===== src/inc/ccs_pkg.sv =====
// Package: register map, field positions and reset values of the CPU clock selector
package ccs_pkg;

    // ------------------------------------------------------------
    // Register addresses
    // ------------------------------------------------------------
    localparam logic [15:0] ADDR_MULT_SEL  = 16'hFF46;
    localparam logic [15:0] ADDR_OSC_MODE  = 16'hFFF0;
    localparam logic [15:0] ADDR_SUB_CTRL  = 16'hFFF2;
    localparam logic [15:0] ADDR_PROC_CLK  = 16'hFFFB;

    // ------------------------------------------------------------
    // Field positions
    // ------------------------------------------------------------
    localparam int BIT_MAIN_STOP   = 7;
    localparam int BIT_DIV_SEL     = 1;
    localparam int BIT_FB_OFF      = 1;
    localparam int BIT_SUB_STOP    = 0;
    localparam int BIT_CLK_STATUS  = 5;
    localparam int BIT_SRC_SEL     = 4;
    localparam int BIT_MULT_EN     = 0;

    // ------------------------------------------------------------
    // Reset values
    // ------------------------------------------------------------
    localparam logic [7:0] RST_PROC_CLK = 8'h02;
    localparam logic [7:0] RST_OSC_MODE = 8'h00;
    localparam logic [7:0] RST_SUB_CTRL = 8'h00;
    localparam logic [7:0] RST_MULT_SEL = 8'h00;

    // Cycles the clock mux spends in CCS_GAP while switching; the output stays gated one more, in CCS_LOAD
    localparam logic [1:0] SWITCH_GAP   = 2'h2;

    // CPU clock source codes
    localparam logic [1:0] SRC_MAIN     = 2'h0;
    localparam logic [1:0] SRC_MAIN_DIV = 2'h1;
    localparam logic [1:0] SRC_SUB      = 2'h2;
    localparam logic [1:0] SRC_SUB_MULT = 2'h3;

    // Switch state machine
    typedef enum logic [2:0] {
        CCS_RUN  = 3'b001,
        CCS_GAP  = 3'b010,
        CCS_LOAD = 3'b100
    } ccs_state_t;

endpackage : ccs_pkg


===== src/verilog/ccs_top.sv =====
// CPU clock selector: control registers, oscillator gating and glitch-free source switch
module ccs_top
    import ccs_pkg::*;
#(
    parameter bit HAS_MULT_REG = 1'b1            // Variant carries the multiplier register
) (
    input  wire logic        REF_CLK_I,          // System clock, 100 MHz
    input  wire logic        RST_I,              // Synchronous reset, active high
    input  wire logic        PIN_RST_I,          // Reset from the reset pin, active high
    input  wire logic        STOP_I,             // STOP instruction executed, level
    input  wire logic [15:0] ADDR_I,             // Register address
    input  wire logic        WR_I,               // Write strobe
    input  wire logic [7:0]  WDATA_I,            // Write data
    input  wire logic        RD_I,               // Read strobe
    output logic      [7:0]  RDATA_O,            // Read data, registered
    output logic             MAIN_OSC_EN_O,      // Main oscillator enable
    output logic             SUB_OSC_EN_O,       // Subsystem oscillator enable
    output logic             FB_RES_EN_O,        // Feedback resistor connected
    output logic      [1:0]  CPU_SRC_O,          // Source now driving the CPU
    output logic             CPU_CLK_GATE_O      // CPU clock gate, low during switch gap
);

    // ------------------------------------------------------------
    // Registers
    // ------------------------------------------------------------
    logic       main_osc_stop_reg,      main_osc_stop_next;
    logic       main_divide_select_reg, main_divide_select_next;
    logic       feedback_resistor_off_reg, feedback_resistor_off_next;
    logic       sub_osc_stop_reg,       sub_osc_stop_next;
    logic       osc_source_select_reg,  osc_source_select_next;
    logic       multiplier_enable_reg,  multiplier_enable_next;
    logic       mult_written_reg,       mult_written_next;
    logic [7:0] rdata_reg,              rdata_next;

    // Switch state
    ccs_state_t state_reg, state_next;
    logic [1:0] gap_cnt_reg,  gap_cnt_next;
    logic [1:0] cur_src_reg,  cur_src_next;
    logic       gate_reg,     gate_next;
    logic       main_en_reg,  main_en_next;
    logic       sub_en_reg,   sub_en_next;
    logic       fb_en_reg,    fb_en_next;

    logic       on_sub;
    logic [1:0] want_src;

    assign on_sub = cur_src_reg[1];
    // Requested source from the control bits
    assign want_src = osc_source_select_reg
                    ? (multiplier_enable_reg ? SRC_SUB_MULT : SRC_SUB)
                    : (main_divide_select_reg ? SRC_MAIN_DIV : SRC_MAIN);

    // ------------------------------------------------------------
    // Register file
    // ------------------------------------------------------------
    // Software writes and reads; reserved bits are dropped and read zero
    always_comb begin
        main_osc_stop_next         = main_osc_stop_reg;
        main_divide_select_next    = main_divide_select_reg;
        feedback_resistor_off_next = feedback_resistor_off_reg;
        sub_osc_stop_next          = sub_osc_stop_reg;
        osc_source_select_next     = osc_source_select_reg;
        multiplier_enable_next     = multiplier_enable_reg;
        mult_written_next          = mult_written_reg;
        rdata_next                 = rdata_reg;
        if (WR_I) begin
            unique case (ADDR_I)
                ADDR_PROC_CLK: begin
                    // Setting stop is refused while the main clock drives the CPU
                    if (!WDATA_I[BIT_MAIN_STOP] || on_sub) begin
                        main_osc_stop_next = WDATA_I[BIT_MAIN_STOP];
                    end
                    main_divide_select_next = WDATA_I[BIT_DIV_SEL];
                end
                ADDR_OSC_MODE: begin
                    feedback_resistor_off_next = WDATA_I[BIT_FB_OFF];
                    sub_osc_stop_next          = WDATA_I[BIT_SUB_STOP];
                end
                ADDR_SUB_CTRL: begin
                    osc_source_select_next = WDATA_I[BIT_SRC_SEL];
                end
                ADDR_MULT_SEL: begin
                    // First write wins; later ones are dropped until the pin reset
                    if (HAS_MULT_REG && !mult_written_reg) begin
                        multiplier_enable_next = WDATA_I[BIT_MULT_EN];
                        mult_written_next      = 1'b1;
                    end
                end
                default: begin
                end
            endcase
        end
        if (RD_I) begin
            rdata_next = 8'h00;
            unique case (ADDR_I)
                ADDR_PROC_CLK: begin
                    rdata_next[BIT_MAIN_STOP] = main_osc_stop_reg;
                    rdata_next[BIT_DIV_SEL]   = main_divide_select_reg;
                end
                ADDR_OSC_MODE: begin
                    rdata_next[BIT_FB_OFF]   = feedback_resistor_off_reg;
                    rdata_next[BIT_SUB_STOP] = sub_osc_stop_reg;
                end
                ADDR_SUB_CTRL: begin
                    rdata_next[BIT_CLK_STATUS] = on_sub;
                    rdata_next[BIT_SRC_SEL]    = osc_source_select_reg;
                end
                ADDR_MULT_SEL: begin
                    rdata_next[BIT_MULT_EN] = HAS_MULT_REG & multiplier_enable_reg;
                end
                default: begin
                end
            endcase
        end
    end

    // Ordinary resets load the control bits' reset values; the multiplier bit needs the pin
    always_ff @(posedge REF_CLK_I) begin
        if (RST_I) begin
            main_osc_stop_reg         <= RST_PROC_CLK[BIT_MAIN_STOP];
            main_divide_select_reg    <= RST_PROC_CLK[BIT_DIV_SEL];
            feedback_resistor_off_reg <= RST_OSC_MODE[BIT_FB_OFF];
            sub_osc_stop_reg          <= RST_OSC_MODE[BIT_SUB_STOP];
            osc_source_select_reg     <= RST_SUB_CTRL[BIT_SRC_SEL];
            rdata_reg                 <= 8'h00;
        end else begin
            main_osc_stop_reg         <= main_osc_stop_next;
            main_divide_select_reg    <= main_divide_select_next;
            feedback_resistor_off_reg <= feedback_resistor_off_next;
            sub_osc_stop_reg          <= sub_osc_stop_next;
            osc_source_select_reg     <= osc_source_select_next;
            rdata_reg                 <= rdata_next;
        end
        if (PIN_RST_I) begin
            multiplier_enable_reg <= RST_MULT_SEL[BIT_MULT_EN];
            mult_written_reg      <= 1'b0;
        end else begin
            multiplier_enable_reg <= multiplier_enable_next;
            mult_written_reg      <= mult_written_next;
        end
    end

    // ------------------------------------------------------------
    // Glitch-free switch and oscillator gating
    // ------------------------------------------------------------
    // Gate off, wait a short gap, then hand over: no runt pulse reaches the CPU
    always_comb begin
        state_next   = state_reg;
        gap_cnt_next = gap_cnt_reg;
        cur_src_next = cur_src_reg;
        gate_next    = gate_reg;
        unique case (state_reg)
            CCS_RUN: begin
                if (want_src != cur_src_reg) begin
                    state_next   = CCS_GAP;
                    gate_next    = 1'b0;
                    gap_cnt_next = SWITCH_GAP;
                end
            end
            CCS_GAP: begin
                if (gap_cnt_reg == 2'h1) begin
                    state_next = CCS_LOAD;
                end
                gap_cnt_next = gap_cnt_reg - 2'h1;
            end
            CCS_LOAD: begin
                // Status follows only once the new source is the one gated through
                cur_src_next = want_src;
                gate_next    = 1'b1;
                state_next   = CCS_RUN;
            end
            default: begin
                state_next = CCS_RUN;
            end
        endcase
        // The divided main clock is the default, so the main oscillator runs unless its stop bit is set or STOP_I is high
        main_en_next = !(main_osc_stop_reg || STOP_I);
        sub_en_next  = !sub_osc_stop_reg;
        fb_en_next   = !feedback_resistor_off_reg;
    end

    always_ff @(posedge REF_CLK_I) begin
        if (RST_I) begin
            state_reg   <= CCS_RUN;
            gap_cnt_reg <= 2'h0;
            cur_src_reg <= SRC_MAIN_DIV;
            gate_reg    <= 1'b1;
            main_en_reg <= 1'b1;
            sub_en_reg  <= 1'b1;
            fb_en_reg   <= 1'b1;
        end else begin
            state_reg   <= state_next;
            gap_cnt_reg <= gap_cnt_next;
            cur_src_reg <= cur_src_next;
            gate_reg    <= gate_next;
            main_en_reg <= main_en_next;
            sub_en_reg  <= sub_en_next;
            fb_en_reg   <= fb_en_next;
        end
    end

    // ------------------------------------------------------------
    // Outputs
    // ------------------------------------------------------------
    assign RDATA_O        = rdata_reg;
    assign MAIN_OSC_EN_O  = main_en_reg;
    assign SUB_OSC_EN_O   = sub_en_reg;
    assign FB_RES_EN_O    = fb_en_reg;
    assign CPU_SRC_O      = cur_src_reg;
    assign CPU_CLK_GATE_O = gate_reg;

endmodule : ccs_top


===== config.mk =====
export PLATFORM = sky130hd
export DESIGN_NAME = ccs_top
export DESIGN_NICKNAME = d
export VERILOG_FILES = /design/src/inc/ccs_pkg.sv /design/src/verilog/ccs_top.sv
export SDC_FILE = /design/constraint.sdc
export NUM_CORES = 1
export LEC_CHECK = 0
export BUFFER_PORTS_ARGS = -buffer_cell sky130_fd_sc_hd__buf_2
export CAP_MARGIN = 10
export CORE_ASPECT_RATIO = 1.1
export CORE_MARGIN = 2
export CORE_UTILIZATION = 50
export CTS_CLUSTER_SIZE = 8
export DETAILED_ROUTE_END_ITERATION = 10
export PLACE_DENSITY = 0.84
export SETUP_SLACK_MARGIN = 0.3
export SYNTH_ARGS = -nofsm -noshare
export SYNTH_HDL_FRONTEND = slang
export SYNTH_SLANG_ARGS = --single-unit

===== constraint.sdc =====
create_clock -name REF_CLK_I -period 3.6 [get_ports REF_CLK_I]
set_clock_uncertainty 0.2 [all_clocks]
set_input_delay 0.18 -clock REF_CLK_I [delete_from_list [all_inputs] [get_ports REF_CLK_I]]
set_output_delay 0.18 -clock REF_CLK_I [all_outputs]
set_load 0.005 [all_outputs]

Word level (Yosys, flattened, before mapping)
Cells that the tools add are included.
{"block": "totals", "rom_bits": 0, "reg_bits": 23, "output_inout_bits": 14, "ramBits": 0, "latch_bits": 0, "n_memories": 0, "word_cells": 59, "in_bits": 30}
{"block": "classes", "n_reduce_logical": 17, "n_mul": 0, "n_bitwise": 1, "shifts": 0, "n_addsub": 1, "muxes": 14, "eq_ne": 11, "order_cmp": 0, "div": 0}
{"op": "$eq A16 B16 Y1 const B", "count": 4}
{"op": "$reduce_and A2 Y1", "count": 7}
{"op": "$mux W2", "count": 3}
{"op": "$mux W3", "count": 2}
{"op": "$pmux W1 S2", "count": 3}
{"op": "$pmux W3 S2", "count": 1}
{"op": "$reduce_and A3 Y1", "count": 2}
{"op": "$logic_not A1 Y1", "count": 4}
{"op": "$mux W1", "count": 4}
{"op": "$ne A2 B2 Y1 const B", "count": 2}
{"op": "$pmux W2 S2", "count": 1}
{"op": "$reduce_bool A2 Y1", "count": 2}
{"op": "$eq A3 B1 Y1 const B", "count": 1}
{"op": "$eq A3 B2 Y1 const B", "count": 1}
{"op": "$eq A3 B3 Y1 const B", "count": 1}
{"op": "$eq A2 B1 Y1 const B", "count": 1}
{"op": "$logic_or A1 B1 Y1", "count": 2}
{"op": "$ne A2 B2 Y1", "count": 1}
{"op": "$sub A2 B1 Y2 const B", "count": 1}
{"op": "$not A1 Y1", "count": 1}

Logic depth before layout (Yosys ltp)
{"block": "depth", "depth_word": 5, "mapped_depth": 6, "mapped_depth_nobuf": 6}

Worst setup path before layout
No wires, ideal clock.
{"block": "synth_timing", "path_kind": "reg2reg", "startpoint": "register osc_source_select_reg", "endpoint": "register state_reg[1]", "setup_time_ns": 0.101, "synth_period_minus_slack_ns": 1.801, "slack_ns": 1.799, "path_stages_with_launch": 5, "required_ns": 3.299, "path_buffers": 0, "arrival_time_ns": 1.500, "cell_sequence": "dfxtp_1 -> and2_1 -> mux4_2 -> or4_4 -> o41ai_1"}
{"block": "synth_between", "elab_chain_cells": 4}
{"element": "start, declared", "line": "ccs_top.sv:30", "rtl": "logic osc_source_select_reg, osc_source_select_next;"}
{"element": "start signal, assigned", "line": "ccs_top.sv:124", "rtl": "osc_source_select_reg <= RST_SUB_CTRL[BIT_SRC_SEL];"}
{"element": "start signal, assigned", "line": "ccs_top.sv:131", "rtl": "osc_source_select_reg <= osc_source_select_next;"}
{"element": "$mux W2", "line": "ccs_top.sv:50", "rtl": "? (multiplier_enable_reg ? SRC_SUB_MULT : SRC_SUB)"}
{"element": "$ne A2 B2 Y1", "line": "ccs_top.sv:154", "rtl": "if (want_src != cur_src_reg) begin"}
{"element": "$ne A2 B2 Y1 (no line)"}
{"element": "$reduce_and A2 Y1 (no line)"}
{"element": "end signal, assigned", "line": "ccs_top.sv:192", "rtl": "state_reg <= state_next;"}
{"element": "end, declared", "line": "ccs_top.sv:36", "rtl": "ccs_state_t state_reg, state_next;"}
No other way between the ends.
A chain may end at the register's enable or synchronous reset.

Worst setup path in the final report
Ends and elaborated chain as after synthesis.

==> key figures <==
Layout
  – Share of layout cells above drive strength 1: 0.255
  – Area growth syn-to-layout: 25.9%
  – Diodes inserted: 0
  – NumNets Final: 193
  – Final Core Density: 0.670
  – Max FFs per register: 5

Status
  – Outcome: complete, no violations

Global routing
  – Antenna violations before repair: 0
  – Grt total ovfl: 0
  – First-pass GRT wire length: 4040 microns
  – Largest net degree at the start of global routing: 21
  – Total Routing Usage GR: 0.227
  – Vias in the first global route: 1027

Hold path
  – Hold Startpoint: RST_I
  – Hold WC Path Type: input pin to flop
  – Hold path endpoint: CPU_SRC_O[1]$_SDFFE_PP0P_
  – Hold depth: 2

Timing
  – Slack of the critical path: 1.69 ns
  – Fin Setup TNS: 0 ns
  – Period minus WS final: 1.91 ns
  – Least-Margin Pin Slew: 0.507 ns
  – Relative slew slack: 0.657
  – Final hold vios: 0
  – WHS: 0.0288 ns
  – F_max: 0.522 GHz
  – Final Setup Violations: 0
  – Max-slew violations: 0
  – Fin crit share: 0.532
  – Unrepaired setup endpoints after global routing: false

Floorplan
  – Die Y: 52.4 microns
  – Row count: 17
  – IO Pins: 44
  – Core Footprint: 2000 sq um
  – Initial core utilization: 0.532
  – Die area: 2510 sq um
  – Die width: 48.0 microns

Routing
  – Residual DRC count: 0
  – Via count: 1036
  – M1 WL: 1000 microns
  – Met2 wire len: 1300 microns
  – DR WL/cell: 13.1 microns
  – Via/cell ratio: 5.48
  – Drt pass-1 iters: 4
  – Final antenna-violating net count: 0
  – Highest metal used: met4
  – Detailed Route WL: 2480 microns
  – Met3 WL: 120 microns
  – Iter 0 DRT Violations: 14

Clock network
  – CTS tree: yes
  – H-tree levels: 1
  – Clk sinks: 23
  – Worst-skew pair later-pin latency: 0.31 ns
  – CTS max path bufs: 2
  – CTS root buffer: clkbuf_4
  – Resized Gates After CTS: 0
  – Clock slew at reported path FFs: 0.12 ns
  – CTS buffer count: 3

Synthesis
  – Largest family of logic cells by synthesized area: simple AND/OR/NAND/NOR gates
  – Mean Syn Cell Area: 8.94 sq um
  – Compound-Gate Fraction of Synth Area: 0.174
  – Top post-synthesis cells by count: 23 x dfxtp_1, 12 x nor2_1, 9 x nand2_1
  – Share of the synthesized area in the top cell type: 0.433
  – Post-synthesis adder-cell area fraction: 0.0118
  – Cells after Synth: 119
  – Seq/Total Area, Yosys: 0.433
  – Mux contribution to synthesized area: 0.0494
  – Warnings from Yosys: 0
  – Synthesized cell area: 1060 sq um
  – EDFF count, synth: 0
  – Synth Register Bits: 23
  – Count leader, synth: dfxtp_1
  – Post-synthesis simple-gate area fraction: 0.279
  – Synth top area cells: dfxtp_1 43%, nor2_1 4.2%, nand2_1 3.2%
  – Biggest area consumer among synthesized cells: dfxtp_1
  – Prevailing post-synth register cell: dfxtp_1
  – Ys async rst share: 0
  – Post-Synth XOR/XNOR Area: 0
  – Library cells used by synthesis: 42

Critical path
  – Worst flop-to-flop path endpoint: state_reg[1]$_SDFFE_PP0P_
  – CP Max Fanout: 7
  – CP max stage cell: mux4_2
  – Reg2reg start: osc_source_select_reg$_SDFFE_PP0P_
  – Reg2reg setup slack: 1.69 ns
  – Worst-path cell chain: and2_1 > mux4_2 > or4_4 > o41ai_1
  – Top delay family on crit path: simple AND/OR/NAND/NOR gates
  – WP data required: 3.62 ns
  – Crit end category: flop
  – R2r worst-path depth: 4
  – Largest stage delay, worst path: 0.50 ns
  – Critical path type: flop to flop
  – Critical Path AT: 1.93 ns
  – Setup crit start kind: flop
  – CP Buf/Inv Count: 0

Place
  – Final Wtd Congestion: 0.777
  – Post-DP HPWL: 1930 microns
  – Post-Place Setup Slack: 1.71 ns
  – Buffers on Ports: 36

Power and ir drop
  – PnR Total Power: 408 uW
  – Pleak: 0.573 nW
  – Max IR drop VDD: 0.255 mV
  – Pwr/cell area: 304 nW/um^2

Flow run
  – Max_cap viols: 0
==> stage by stage <==
stage | cells | area, sq um
global route | 189 | 1340
global placement | 179 | 1250
floorplan | 121 | 1070
detailed placement | 179 | 1250
finish | 189 | 1340
CTS | 189 | 1340
==> what timing repair did <==
action / 4_1_cts / 5_1_grt
setup buffers: 0 / 0
hold endpoints to repair: 8 / 0
hold buffers: 6 / 0
==> report_power, final <==
group	internal (mW)	leakage, nW	switching, mW
logic	0.0187	0.372	0.0170
registers	0.255	0.186	0.000147
clock network	0.0433	0.0150	0.0734
total	0.317	0.573	0.0906
==> cells by family (layout without fill, tap and decap cells) <==
kind of cell               after synthesis  count (layout)
and+or+nand+nor                         54              54
AOI/OAI and AO/OA                       25              25
DFF                                     23              23
buffers and inverters                   11              51
muxes                                    4               4
adders and majority gates                1               1
other                                    1               3
==> metal layers <==
layer | vias up | global-route usage
li1 | 519 | -
met1 | 471 | 0.247
met2 | 40 | 0.411
met3 | 6 | 0.0379
met4 | 0 | 0.0946
met5 | - | 0
==> worst reg2reg max path, cell delays in order (launching register included) <==
cell	delay, ns
dfxtp_1	0.38
and2_1	0.17
mux4_2	0.50
or4_4	0.50
o41ai_1	0.08
==> placed cells by master, fill, tap and decap left out, types with 3 or more instances in the layout <==
cell type      instances
buf_2                 36
dfxtp_1               23
nor2_1                12
nand2_1                9
a21oi_1                6
dlygate4sd3_1          6
inv_1                  5
nand2b_1               5
nor3_1                 5
nor2b_1                4
nand3_1                3
nand4_1                3
mux2i_1                3
o21ai_0                3
a32o_1                 3
conb_1                 3
clkbuf_4               3
==> how the worst max path moves through the flow <==
| stage | from | cells past startpoint | end | slack [ns] |
|---|---|---|---|---|
| after floorplan | osc_source_select_reg$_SDFFE_PP0P_ | 4 | state_reg[1]$_SDFFE_PP0P_ | 1.80 |
| after global placement | osc_source_select_reg$_SDFFE_PP0P_ | 4 | state_reg[1]$_SDFFE_PP0P_ | 1.74 |
| after detailed placement | osc_source_select_reg$_SDFFE_PP0P_ | 4 | state_reg[1]$_SDFFE_PP0P_ | 1.71 |
| after CTS | osc_source_select_reg$_SDFFE_PP0P_ | 4 | state_reg[1]$_SDFFE_PP0P_ | 1.68 |
| after global routing | osc_source_select_reg$_SDFFE_PP0P_ | 4 | state_reg[1]$_SDFFE_PP0P_ | 1.61 |
| final | osc_source_select_reg$_SDFFE_PP0P_ | 4 | state_reg[1]$_SDFFE_PP0P_ | 1.69 |
==> layout make-up <==
type	instances	area, sq um
clock buffers	4	26.3
multi-input cells	87	558
flip-flops and latches	23	460
inverters	5	18.8
fillers	191	661
repair buffers	42	240
well taps	28	35.0
Note: power is estimated with default switching activity, not from simulation.
